[src/design/wdt_pkg.sv]
// watchdog timer constants: register map, field layout, reset values
// assumes a 32-bit apb register bus and a 32.768 kHz low-power oscillator pin
package wdt_pkg;

	// ------------------------------------------------------------
	// register byte addresses
	// ------------------------------------------------------------
	localparam logic [31:0] WDT_LOAD_ADDR  = 32'hFFFF0360; // reload value
	localparam logic [31:0] WDT_COUNT_ADDR = 32'hFFFF0364; // count value, read only
	localparam logic [31:0] WDT_CTRL_ADDR  = 32'hFFFF0368; // control
	localparam logic [31:0] WDT_CLEAR_ADDR = 32'hFFFF036C; // service clear, write only

	// ------------------------------------------------------------
	// widths and reset values
	// ------------------------------------------------------------
	localparam int          WDT_CNT_W     = 16;          // counter width
	localparam int          WDT_CTRL_W    = 9;           // implemented control bits
	localparam logic [15:0] WDT_LOAD_RST  = 16'h0040;    // reload after reset
	localparam logic [15:0] WDT_COUNT_RST = 16'h0040;    // count after reset
	localparam logic [8:0]  WDT_CTRL_RST  = 9'h000;      // control after reset
	localparam logic [8:0]  WDT_CTRL_MASK = 9'h1EF;      // bit 4 reserved, reads zero
	localparam logic [15:0] WDT_CNT_ZERO  = 16'h0000;    // terminal count, down
	localparam logic [15:0] WDT_CNT_ONE   = 16'h0001;    // last step before zero
	localparam logic [15:0] WDT_CNT_FULL  = 16'hFFFF;    // terminal count, up

	// ------------------------------------------------------------
	// control field positions
	// ------------------------------------------------------------
	localparam int WDT_B_PDSTOP   = 0; // stop_in_powerdown
	localparam int WDT_B_IRQSEL   = 1; // expiry gives irq instead of reset
	localparam int WDT_B_PS_LO    = 2; // prescaler field low bit
	localparam int WDT_B_PS_HI    = 3; // prescaler field high bit
	localparam int WDT_B_WDEN     = 5; // watchdog mode
	localparam int WDT_B_PERIODIC = 6; // periodic reload
	localparam int WDT_B_EN       = 7; // timer enable
	localparam int WDT_B_UP       = 8; // count direction

	// ------------------------------------------------------------
	// prescaler and timing
	// ------------------------------------------------------------
	typedef enum logic [1:0] {
		WDT_PS_DIV1   = 2'b00,
		WDT_PS_DIV16  = 2'b01,
		WDT_PS_DIV256 = 2'b10,
		WDT_PS_RSVD   = 2'b11
	} wdt_presc_t;
	localparam logic [7:0] WDT_LAST_DIV1   = 8'h00; // last prescale step, /1
	localparam logic [7:0] WDT_LAST_DIV16  = 8'h0F; // last prescale step, /16
	localparam logic [7:0] WDT_LAST_DIV256 = 8'hFF; // last prescale step, /256
	localparam int WDT_LPOSC_HZ     = 32768; // oscillator rate
	localparam int WDT_MAX_TIMEOUT_S = 512;  // full scale at /256

endpackage

[src/design/wdt_if.sv]
// carriers between the watchdog core and its two helper modules
// assumes all three modules run on the same core clock
`timescale 1ns/1ns

// register strobes from the bus slave, readback to it
interface wdt_reg_if;
	logic        wr_load;  // reload register write pulse
	logic        wr_ctrl;  // control register write pulse
	logic        wr_clr;   // service clear write pulse
	logic [15:0] wdata;    // write data, low half
	logic [15:0] load;     // reload readback
	logic [15:0] count;    // count readback
	logic [8:0]  ctrl;     // control readback
	modport slave (output wr_load, wr_ctrl, wr_clr, wdata, input load, count, ctrl);
	modport core  (input wr_load, wr_ctrl, wr_clr, wdata, output load, count, ctrl);
endinterface

// prescaled count tick from the oscillator pin
interface wdt_tick_if;
	logic [1:0] sel;  // prescaler code
	logic       run;  // counting allowed
	logic       tick; // one-cycle count pulse
	modport gen  (input sel, run, output tick);
	modport core (output sel, run, input tick);
endinterface

[src/design/wdt_apb.sv]
// apb slave for the watchdog registers
// assumes a standard apb master; one wait state on every access
`timescale 1ns/1ns
module wdt_apb
	import wdt_pkg::*;
(
	input  wire logic        clk,
	input  wire logic        rst_n,
	input  wire logic        psel,
	input  wire logic        penable,
	input  wire logic        pwrite,
	input  wire logic [31:0] paddr,
	input  wire logic [31:0] pwdata,
	output logic      [31:0] prdata,
	output logic             pready,
	output logic             pslverr,
	wdt_reg_if.slave         r
);
	// ------------------------------------------------------------
	// state
	// ------------------------------------------------------------
	logic [31:0] rdata_q, rdata_d; // read data
	logic        rdy_q, rdy_d;     // ready
	logic        err_q, err_d;     // unmapped address
	logic        done;             // completing edge
	logic        hit;              // mapped address

	assign hit = (paddr == WDT_LOAD_ADDR) | (paddr == WDT_COUNT_ADDR) |
		(paddr == WDT_CTRL_ADDR) | (paddr == WDT_CLEAR_ADDR);
	assign done      = psel & penable & rdy_q;
	assign r.wdata   = pwdata[15:0];
	assign r.wr_load = done & pwrite & (paddr == WDT_LOAD_ADDR);
	assign r.wr_ctrl = done & pwrite & (paddr == WDT_CTRL_ADDR);
	assign r.wr_clr  = done & pwrite & (paddr == WDT_CLEAR_ADDR);
	assign prdata    = rdata_q;
	assign pready    = rdy_q;
	assign pslverr   = err_q;

	// ready rises one cycle into access; write-only clear reads zero
	always_comb begin
		rdy_d   = psel & penable & ~rdy_q;
		err_d   = rdy_d & ~hit;
		rdata_d = rdata_q;
		if (rdy_d && !pwrite) begin
			case (paddr)
				WDT_LOAD_ADDR:  rdata_d = {16'h0000, r.load};
				WDT_COUNT_ADDR: rdata_d = {16'h0000, r.count};
				WDT_CTRL_ADDR:  rdata_d = {23'h000000, r.ctrl};
				default:        rdata_d = 32'h00000000;
			endcase
		end
	end

	// registers
	always_ff @(posedge clk) begin
		if (!rst_n) begin
			rdata_q <= 32'h00000000;
			rdy_q   <= 1'b0;
			err_q   <= 1'b0;
		end else begin
			rdata_q <= rdata_d;
			rdy_q   <= rdy_d;
			err_q   <= err_d;
		end
	end
endmodule

[src/design/wdt_tick.sv]
// oscillator pin synchroniser and prescaler for the watchdog counter
// assumes the oscillator is far slower than the core clock
`timescale 1ns/1ns
module wdt_tick
	import wdt_pkg::*;
#(
	parameter int PS_W = 8 // prescaler width
) (
	input wire logic clk,
	input wire logic rst_n,
	input wire logic lp_osc,
	wdt_tick_if.gen  t
);
	// ------------------------------------------------------------
	// state
	// ------------------------------------------------------------
	logic            sync1_q, sync2_q, prev_q; // pin synchroniser, edge history
	logic [PS_W-1:0] ps_q, ps_d;               // prescale count
	logic            tick_q, tick_d;           // registered tick
	logic [PS_W-1:0] last;                     // last step for this divide
	logic            edge_seen;                // oscillator rising edge

	// edge taken from the second stage only
	assign edge_seen = sync2_q & ~prev_q;
	assign t.tick    = tick_q;

	// divide select; reserved code runs as the slowest setting
	always_comb begin
		case (wdt_presc_t'(t.sel))
			WDT_PS_DIV1:  last = PS_W'(WDT_LAST_DIV1);
			WDT_PS_DIV16: last = PS_W'(WDT_LAST_DIV16);
			default:      last = PS_W'(WDT_LAST_DIV256);
		endcase
	end

	// prescaler next state; held at zero while stopped
	always_comb begin
		ps_d   = ps_q;
		tick_d = 1'b0;
		if (!t.run) begin
			ps_d = '0;
		end else if (edge_seen) begin
			if (ps_q == last) begin
				ps_d   = '0;
				tick_d = 1'b1;
			end else begin
				ps_d = ps_q + PS_W'(1);
			end
		end
	end

	// registers
	always_ff @(posedge clk) begin
		if (!rst_n) begin
			sync1_q <= 1'b0;
			sync2_q <= 1'b0;
			prev_q  <= 1'b0;
			ps_q    <= '0;
			tick_q  <= 1'b0;
		end else begin
			sync1_q <= lp_osc;
			sync2_q <= sync1_q;
			prev_q  <= sync2_q;
			ps_q    <= ps_d;
			tick_q  <= tick_d;
		end
	end
endmodule

[src/design/wdt_top.sv]
// 16-bit watchdog / general timer with apb registers
// assumes RSTN is the power-on reset only; other system resets are not wired here
`timescale 1ns/1ns
module wdt_top
	import wdt_pkg::*;
(
	input  wire logic        CORE_CLK,
	input  wire logic        RSTN,
	input  wire logic        PSEL,
	input  wire logic        PENABLE,
	input  wire logic        PWRITE,
	input  wire logic [31:0] PADDR,
	input  wire logic [31:0] PWDATA,
	output logic      [31:0] PRDATA,
	output logic             PREADY,
	output logic             PSLVERR,
	input  wire logic        LP_OSC,
	input  wire logic        DEBUG_HALT,
	input  wire logic        PERIPH_PWR_DOWN,
	output logic             WDT_RESET_REQ,
	output logic             WDT_IRQ
);
	// ------------------------------------------------------------
	// carriers
	// ------------------------------------------------------------
	wdt_reg_if  r ();  // register strobes and readback
	wdt_tick_if t ();  // prescaled tick

	// ------------------------------------------------------------
	// state
	// ------------------------------------------------------------
	logic [15:0] load_q, load_d; // reload value
	logic [15:0] cnt_q, cnt_d;   // count value
	logic [8:0]  ctrl_q, ctrl_d; // control
	logic        irq_q, irq_d;   // sticky timer irq
	logic        rst_q, rst_d;   // reset request pulse

	// ------------------------------------------------------------
	// derived controls
	// ------------------------------------------------------------
	logic lock;     // watchdog mode, registers protected
	logic freeze;   // debug or power-down stop
	logic run;      // counting allowed
	logic adv;      // count step this cycle
	logic expire;   // watchdog reached zero
	logic wrap;     // normal mode terminal count

	// watchdog mode is sticky until power-on reset
	assign lock   = ctrl_q[WDT_B_WDEN];
	// power-down stop only when software asked for it
	assign freeze = DEBUG_HALT | (PERIPH_PWR_DOWN & ctrl_q[WDT_B_PDSTOP]);
	assign run    = (ctrl_q[WDT_B_EN] | lock) & ~freeze;
	// gate here too: the tick is one cycle late
	assign adv    = t.tick & run;
	// a service write in the same cycle wins over the expiry
	assign expire = adv & lock & (cnt_q == WDT_CNT_ONE) & ~r.wr_clr;
	assign wrap   = ctrl_q[WDT_B_UP] ? (cnt_q == WDT_CNT_FULL)
		: (cnt_q == WDT_CNT_ZERO);

	// prescaler control
	assign t.sel = ctrl_q[WDT_B_PS_HI:WDT_B_PS_LO];
	assign t.run = run;

	// readback
	assign r.load  = load_q;
	assign r.count = cnt_q;
	assign r.ctrl  = ctrl_q;

	// outputs, all flops
	assign WDT_RESET_REQ = rst_q;
	assign WDT_IRQ       = irq_q;

	// ------------------------------------------------------------
	// helpers
	// ------------------------------------------------------------
	wdt_apb u_apb (
		.clk     (CORE_CLK),
		.rst_n   (RSTN),
		.psel    (PSEL),
		.penable (PENABLE),
		.pwrite  (PWRITE),
		.paddr   (PADDR),
		.pwdata  (PWDATA),
		.prdata  (PRDATA),
		.pready  (PREADY),
		.pslverr (PSLVERR),
		.r       (r.slave)
	);

	wdt_tick #(
		.PS_W (8)
	) u_tick (
		.clk    (CORE_CLK),
		.rst_n  (RSTN),
		.lp_osc (LP_OSC),
		.t      (t.gen)
	);

	// ------------------------------------------------------------
	// next state
	// ------------------------------------------------------------
	always_comb begin
		load_d = load_q;
		ctrl_d = ctrl_q;
		cnt_d  = cnt_q;
		irq_d  = irq_q;
		rst_d  = 1'b0;
		// register writes, refused once locked
		if (r.wr_load && !lock) begin
			load_d = r.wdata;
		end
		if (r.wr_ctrl && !lock) begin
			ctrl_d = r.wdata[8:0] & WDT_CTRL_MASK;
		end
		// clear first so that a same-cycle event still sets
		if (r.wr_clr) begin
			irq_d = 1'b0;
		end
		// count step
		if (adv) begin
			if (lock) begin
				if (cnt_q == WDT_CNT_ZERO) begin
					cnt_d = load_q;
				end else begin
					cnt_d = cnt_q - WDT_CNT_ONE;
				end
			end else if (wrap) begin
				// periodic reloads, free-running rolls over
				if (ctrl_q[WDT_B_PERIODIC]) begin
					cnt_d = load_q;
				end else if (ctrl_q[WDT_B_UP]) begin
					cnt_d = WDT_CNT_ZERO;
				end else begin
					cnt_d = WDT_CNT_FULL;
				end
				irq_d = 1'b1;
			end else if (ctrl_q[WDT_B_UP]) begin
				cnt_d = cnt_q + WDT_CNT_ONE;
			end else begin
				cnt_d = cnt_q - WDT_CNT_ONE;
			end
		end
		// expiry: one reset pulse or a held flag
		if (expire) begin
			if (ctrl_q[WDT_B_IRQSEL]) begin
				irq_d = 1'b1;
			end else begin
				rst_d = 1'b1;
			end
		end
		// service: reload wins over a count step
		if (r.wr_clr && lock) begin
			cnt_d = load_q;
		end
		// entering watchdog mode starts a fresh period
		if (r.wr_ctrl && !lock && r.wdata[WDT_B_WDEN]) begin
			cnt_d = load_q;
		end
	end

	// ------------------------------------------------------------
	// registers
	// ------------------------------------------------------------
	// only the power-on reset touches this state; other resets
	// in the system never reach it, so the watchdog keeps going
	always_ff @(posedge CORE_CLK) begin
		if (!RSTN) begin
			load_q <= WDT_LOAD_RST;
			cnt_q  <= WDT_COUNT_RST;
			ctrl_q <= WDT_CTRL_RST;
			irq_q  <= 1'b0;
			rst_q  <= 1'b0;
		end else begin
			load_q <= load_d;
			cnt_q  <= cnt_d;
			ctrl_q <= ctrl_d;
			irq_q  <= irq_d;
			rst_q  <= rst_d;
		end
	end
endmodule

[config.mk]
export PLATFORM = sky130hd
export DESIGN_NAME = wdt_top
export DESIGN_NICKNAME = d
export VERILOG_FILES = /design/src/design/wdt_pkg.sv /design/src/design/wdt_if.sv /design/src/design/wdt_apb.sv /design/src/design/wdt_tick.sv /design/src/design/wdt_top.sv
export SDC_FILE = /design/constraint.sdc
export NUM_CORES = 1
export LEC_CHECK = 0
export BUFFER_PORTS_ARGS = -buffer_cell sky130_fd_sc_hd__buf_2
export CAP_MARGIN = 25
export CORE_MARGIN = 5
export CORE_UTILIZATION = 30
export DETAILED_ROUTE_END_ITERATION = 8
export GPL_TIMING_DRIVEN = 0
export PLACE_DENSITY = 0.47
export SYNTH_ARGS = -nofsm -noshare
export SYNTH_HDL_FRONTEND = slang
export SYNTH_SLANG_ARGS = --single-unit
[constraint.sdc]
create_clock -name CORE_CLK -period 5.33 [get_ports CORE_CLK]
set_clock_uncertainty 0.2 [all_clocks]
set_input_delay 0.2665 -clock CORE_CLK [delete_from_list [all_inputs] [get_ports CORE_CLK]]
set_output_delay 0.2665 -clock CORE_CLK [all_outputs]
set_load 0.05 [all_outputs]
==> flow_summary_export.csv, run 1 <==
group,metric,value,unit
grt,grt.overflow.total,0,
grt,grt.met3_usage,0.03428,
min_path,hold_end,"load_q[5]$_SDFFE_PN0P_",
synth,ys.flop_type,"dfxtp_1",
grt,busiest_layer,"met2",
cts,cts_max_level,3,
cts,cts_max_path_buffers,2,
grt,use_met2,0.2888,
pwr,p_clk_frac,0.511,
route,wl_per_cell,18.78,µm
timing,tns,0,ns
synth,netlist_area,0.004656,mm²
route,drcViolationCount,0,
grt,grt_antenna_before_repair,0,
synth,ys_top_cells_by_area,"dfxtp_1 (31%), nand2_1 (8.1%), a21oi_1 (5.6%)",
grt,grt_pass1_vias,4746,
place,dpl.hpwl,12.95,mm
worst_setup_path,critPathLaunch,"cnt_q[0]$_SDFFE_PN0P_",
timing,tightestPinTransition,0.9008,ns
route,firstDrtPassIters,5,
timing,rsz0062_at_grt,"no",
cts,insertion_delay,0.34,ns
cts,cts_buffers,9,
worst_setup_path,cp-start-kind,"register",
min_path,hold_depth,3,
pwr,irDropWorstVdd,0.1669,mV
timing,finalCritPeriodShare,0.5991,
timing,final_hold_viol_count,0,
timing,max_slew_margin,0.3995,
timing,setup_viol,0,
synth,ys_top_cells_by_count,"nand2_1 (101), dfxtp_1 (72), a21oi_1 (52), nor2_1 (52), o21ai_0 (36)",
layout,antenna_cells,0,
worst_setup_path,required,5.33,ns
synth,synth_cells,617,
synth,synth_edf_count,0,
worst_setup_path,cp_common_cell,"nor3_1",
worst_setup_path,arrival,3.20,ns
synth,synth_cell_types,63,
run_status,outcome,"finished, final reports clean",
worst_setup_path,cp_max_fo,9,
synth,synth_top_area_share,0.3096,
pwr,combPwrFrac,0.077,
die,core_region_area,0.01520,mm²
worst_setup_path,max_stage_delay,0.73,ns
synth,synth.most_common_cell,"nand2_1",
layout,drive_above_1_share,0.2005,
place,pre_cts_ws,2.224,ns
min_path,min_from,"PWDATA[5]",
timing,fmax,0.3131,GHz
die,die_area,0.01811,mm²
die,fp.dieW,134.6,µm
worst_setup_path,r2r-end,"cnt_q[9]$_SDFFE_PN0P_",
die,die_h,134.6,µm
place,gp_congestion,0.9518,
synth,ys.warnings.count,0,
synth,synth.avg_cell_area,7.546,µm²
synth,async_flop_share,0,
synth,seq_area_frac_synth,0.3096,
die,num_io_pins,108,
worst_setup_path,critPathKind,"register to register",
worst_setup_path,slowest_stage,"a21oi_1",
worst_setup_path,path_cells,"clkbuf_1 > inv_1 > ha_1 > nor3b_1 > and4_1 > buf_2 > a21oi_1 > a221oi_1 > nor3_1 > nor3_1",
pwr,leakage,2.275,nW
die,initial_core_util,0.3063,
route,routed_wl,17.39,mm
pwr,p_sw_frac,0.2443,
synth,ys_ff_latch,72,
min_path,holdCritPathClass,"input port to register",
run,maxCapViolCount,0,
layout,area_delta_synth_final,24.56,%
grt,grt_pass1_wl,26.74,mm
die,row_count,45,
cts,clock-sinks,72,
cts,cts_tree,"built",
route,vias_per_cell,5.442,
worst_setup_path,r2r-start,"cnt_q[0]$_SDFFE_PN0P_",
cts,clk_pin_slew_worst_paths,0.07,ns
timing,period_needed,3.193,ns
place,numPortBuffers,74,
timing,fin_ws,2.137,ns
worst_setup_path,r2r_slack,2.14,ns
timing,slew_viol_final,0,
route,initialDrtViolationCount,512,
grt,grt_util_met1,0.2646,
layout,fin_nets,809,
route,vias,5039,
pwr,p_sw,0.0003204,W
cts,cts_resized,0,
worst_setup_path,rr_worst_depth,10,
pwr,power.internal,0.0009908,W
worst_setup_path,endpoint_kind,"register",
cts,root_buffer,"clkbuf_16",
route,antenna_left,0,
synth,yosysTopAreaCell,"dfxtp_1",
pwr,p_per_area,226.1,mW/mm²
grt,grt.total_usage,0.1893,
pwr,sequentialPowerShare,0.412,
grt,grt_max_degree,14,
## sequential cells by signal (all words and copies together) (netlist names), 8 cells and up
| register | count |
|---|---|
| ctrl_q | 8 |
| u_apb.prdata | 16 |
| cnt_q | 16 |
| u_tick.ps_q | 8 |
| load_q | 16 |
## kinds of logic after synthesis
kind of cell,synth area share
mux,0.04058
buf+inv,0.07982
compound gates,0.2198
flops,0.3096
fa+ha+maj,0.01075
other cells,0.0008055
simple gates,0.2841
xor+xnor,0.05455
## critical path: cells and delay by family (launching register included)
kind                     cells  cell delay, ns
adder cells (fa/ha/maj)      1            0.28
AND/OR/NAND/NOR              4            0.68
AO/OA/AOI/OAI                2            0.95
flip-flops                   1            0.35
buffers and inverters        3            0.57
## repair_timing
action                    4_1_cts  5_1_grt
hold endpoints to repair       22        0
buffers inserted                0        0
hold buffers                   16        0
## layout make-up
cell class,instances,area (µm²)
clock buffers,10,229.0
flip-flops and latches,72,1441
well taps,188,235.2
fillers,1613,9403
plain buffers,64,341.6
repair buffers,90,530.5
multi-input cells,488,2899
clock inverters,6,92.59
inverters,8,30.03
## metal layers
| metal | share of wire | routed length [µm] |
|---|---|---|
| met1 | 0.45 | 7798 |
| met2 | 0.44 | 7699 |
| met3 | 0.082 | 1422 |
| met4 | 0.027 | 467 |
| met5 | 0 | 0 |
## metrics by stage
stage / cells / hold WS [ns] / util / power [W] / instance area, µm²
after floorplan: 632 / 0.1443 / - / 0.0006107 / 4712
after global placement: 894 / 0.2253 / 0.3498 / 0.0006430 / 5318
after detailed placement: 894 / 0.2293 / 0.3498 / 0.0006440 / 5318
after CTS: 926 / 0.0002674 / 0.3815 / 0.001326 / 5799
after global routing: 926 / 0.02159 / 0.3815 / 0.001352 / 5799
final: 926 / 0.01802 / 0.3815 / 0.001311 / 5799
## placed cells by master, fill, tap and decap left out, drive strengths merged, types with 2 or more instances in the layout
master / count
buf: 112
nand4: 12
o32ai: 3
mux2: 7
o211ai: 14
nor2: 54
nor3: 15
inv: 9
a221oi: 4
o22ai: 4
clkinvlp: 2
clkbuf: 36
mux2i: 11
and3: 8
o311a: 3
o21ai: 37
o31ai: 2
a2bb2oi: 2
a211oi: 9
or4b: 5
nor3b: 3
nand3: 23
and2: 5
nor4: 11
a31oi: 7
bufinv: 2
nor2b: 2
nand2b: 2
xor2: 16
nand2: 103
or3: 7
conb: 16
dfxtp: 72
and4: 3
ha: 4
a22oi: 18
dlygate4sd3: 16
a21oi: 52
xnor2: 13
## how the worst max path moves through the flow
stage                             endpoint  depth (start not counted)
global route         cnt_q[1]$_SDFFE_PN0P_                          8
global placement     cnt_q[9]$_SDFFE_PN0P_                         10
CTS                 cnt_q[10]$_SDFFE_PN0P_                         11
detailed placement   cnt_q[9]$_SDFFE_PN0P_                         10
floorplan            cnt_q[9]$_SDFFE_PN0P_                         12
finish               cnt_q[9]$_SDFFE_PN0P_                         10
## power by group through the flow
stage / Clock [W] / Sequential, W / Combinational, W
5_1_grt: 0.000704 / 0.000540 / 0.000108
3_5_place_dp: 0 / 0.000552 / 0.0000918
4_1_cts: 0.000685 / 0.000540 / 0.000101
3_3_place_gp: 0 / 0.000552 / 0.0000909
6_report: 0.000670 / 0.000540 / 0.000101
2_1_floorplan: 0 / 0.000554 / 0.0000566
No activity file was read; power rests on OpenSTA's default activity.
==> inputs of run 2 (changes only) <==
--- a/config.mk
+++ b/config.mk
@@ -11,7 +11,7 @@
 export CORE_UTILIZATION = 30
 export DETAILED_ROUTE_END_ITERATION = 8
 export GPL_TIMING_DRIVEN = 0
-export PLACE_DENSITY = 0.47
+export PLACE_DENSITY = 0.48
 export SYNTH_ARGS = -nofsm -noshare
 export SYNTH_HDL_FRONTEND = slang
 export SYNTH_SLANG_ARGS = --single-unit
==> constraint.sdc (replaced) <==
create_clock -name CORE_CLK -period 2.7 [get_ports CORE_CLK]
set_clock_uncertainty 0.2 [all_clocks]
set_input_delay 0.135 -clock CORE_CLK [delete_from_list [all_inputs] [get_ports CORE_CLK]]
set_output_delay 0.135 -clock CORE_CLK [all_outputs]
set_load 0.05 [all_outputs]
==> run 2 against run 1 <==
Effect of this change: non-clock buffer count is 13 higher; critical endpoint is now cnt_q[8]$_SDFFE_PN0P_; total power increased by 98%; die area is the same; register-to-register slack worse by 2.0 ns; maximum frequency up 22%; largest power group unchanged; highest routed layer unchanged; final area is 4.8% higher.
==> flow_summary_export.csv, run 2 (synthesis gave the netlist of run 1 again) <==
group,metric,value,unit
run_status,outcome,"finished, final reports clean",
cts,cts_max_level,3,
grt,grt_max_degree,14,
worst_setup_path,worst-path-buf-inv,3,
layout,area_delta_synth_final,30.53,%
route,wl_per_cell,18.52,µm
die,fp.dieW,134.6,µm
worst_setup_path,path_cells,"clkbuf_8 > inv_2 > ha_4 > or4b_4 > buf_4 > nor4_1 > xor2_1 > o211ai_1 > a31oi_1",
layout,layout_commonest_cell,"nand2_1",
grt,grt_pass1_wl,26.63,mm
worst_setup_path,critPathKind,"register to register",
cts,cts_buffers,9,
route,m1WireLength,7.819,mm
route,top_layer_used,"met4",
route,drcViolationCount,0,
grt,grt.overflow.total,0,
pwr,irDropWorstVdd,0.2792,mV
worst_setup_path,cp_max_fo,9,
cts,clock-sinks,72,
pwr,p_per_area,427.6,mW/mm²
layout,final_cell_mix,"nand2_1 (100), buf_2 (86), dfxtp_1 (69), a21oi_1 (51), nor2_1 (50)",
die,die_h,134.6,µm
route,initialDrtViolationCount,563,
run,maxCapViolCount,0,
worst_setup_path,endpoint_kind,"register",
grt,grt.total_usage,0.1872,
route,firstDrtPassIters,8,
timing,tightestPinTransition,0.9216,ns
grt,grt_pass1_vias,4790,
layout,drive_above_1_share,0.2423,
route,vias,5049,
place,place_area,0.005319,mm²
worst_setup_path,arrival,2.67,ns
cts,insertion_delay,0.35,ns
layout,nFillCells,1604,
timing,period_needed,2.612,ns
worst_setup_path,crit_cells,9,
die,die_area,0.01811,mm²
timing,max_slew_margin,0.3799,
layout,fin_area,0.006077,mm²
min_path,holdCritPathClass,"input port to register",
timing,rsz0062_at_grt,"no",
worst_setup_path,rr_worst_depth,9,
die,initial_core_util,0.3063,
die,num_io_pins,108,
worst_setup_path,critical-path-top-delay-family,"simple AND/OR/NAND/NOR gates",
timing,finalCritPeriodShare,0.9674,
place,dpl.hpwl,12.71,mm
cts,cts_tree,"built",
die,core_region_area,0.01520,mm²
worst_setup_path,max_stage_delay,0.51,ns
timing,final_hold_viol_count,0,
route,routed_wl,17.39,mm
min_path,hold_depth,3,
cts,cts_max_path_buffers,2,
timing,whs,0.04409,ns
worst_setup_path,required,2.75,ns
cts,root_buffer,"clkbuf_16",
route,antenna_left,0,
route,vias_per_cell,5.377,
cts,clk_pin_slew_worst_paths,0.06,ns
timing,fmax,0.3829,GHz
worst_setup_path,slowest_stage,"or4b_4",
die,row_count,45,
layout,antenna_cells,0,
route,route.met3.wl,1.377,mm
route,met2WireLength,7.816,mm
place,gp_congestion,0.9370,
grt,grt_antenna_before_repair,0,
pwr,leakage,2.381,nW
layout,fin_nets,823,
place,numPortBuffers,74,
timing,setup_viol,0,
timing,tns,0,ns
worst_setup_path,cp-start-kind,"register",
timing,slew_viol_final,0,
-- run 2: worst min-delay path: cells and delay by family --
kind	cells	cell delay, ns
AO/OA/AOI/OAI	2	0.19
buffers and inverters	1	0.23
-- run 2: layout make-up --
| class | count | area, µm² | share of cell area |
|---|---|---|---|
| well taps | 188 | 235.2 | 0.03871 |
| repair buffers | 104 | 648.1 | 0.1067 |
| multi-input cells | 489 | 3050 | 0.5020 |
| flip-flops and latches | 72 | 1445 | 0.2378 |
| clock buffers | 9 | 225.2 | 0.03706 |
| inverters | 8 | 30.03 | 0.004941 |
| clock inverters | 6 | 93.84 | 0.01544 |
| plain buffers | 63 | 349.1 | 0.05744 |
-- run 2: path summary, 6_finish.rpt --
path / from / end / slack (ns)
worst max-delay path: cnt_q[0]$_SDFFE_PN0P_ / cnt_q[8]$_SDFFE_PN0P_ / 0.09
worst min-delay path: RSTN / cnt_q[0]$_SDFFE_PN0P_ / 0.04
worst max register to register: cnt_q[0]$_SDFFE_PN0P_ / cnt_q[8]$_SDFFE_PN0P_ / 0.09
worst min register to register: u_tick.sync1_q$_SDFF_PN0_ / u_tick.sync2_q$_SDFF_PN0_ / 0.25
-- run 2: repair_timing --
action                                 4_1_cts  5_1_grt
setup buffers                                2        7
hold buffers                                21        0
resized for setup                           17       23
pin swaps                                    2        6
setup endpoints to repair                   17       16
cloned                                       0        1
endpoints found under the hold margin       27        0
-- run 2: metal layers --
metal,track usage,up-vias
met2,0.2978,255
met4,0.05826,0
li1,-,2450
met3,0.03614,31
met5,0,-
met1,0.2567,2313
-- run 2: stage by stage --
step | std cells | util | setup slack (ns) | power, W
6_report | 939 | 0.3998 | 0.08809 | 0.002599
5_1_grt | 939 | 0.3998 | 0.0001026 | 0.002665
4_1_cts | 931 | 0.3891 | 0.004579 | 0.002618
3_5_place_dp | 894 | 0.3499 | -0.3592 | 0.001270
3_3_place_gp | 894 | 0.3499 | -0.3986 | 0.001268
2_1_floorplan | 632 | - | 0.06729 | 0.001206
-- run 2: power by group --
part / switching (W) / internal (W) / total [W]
clock: 0.000518 / 0.000811 / 0.00133
sequential: 0.00000114 / 0.00106 / 0.00107
combinational: 0.000124 / 0.0000799 / 0.000204
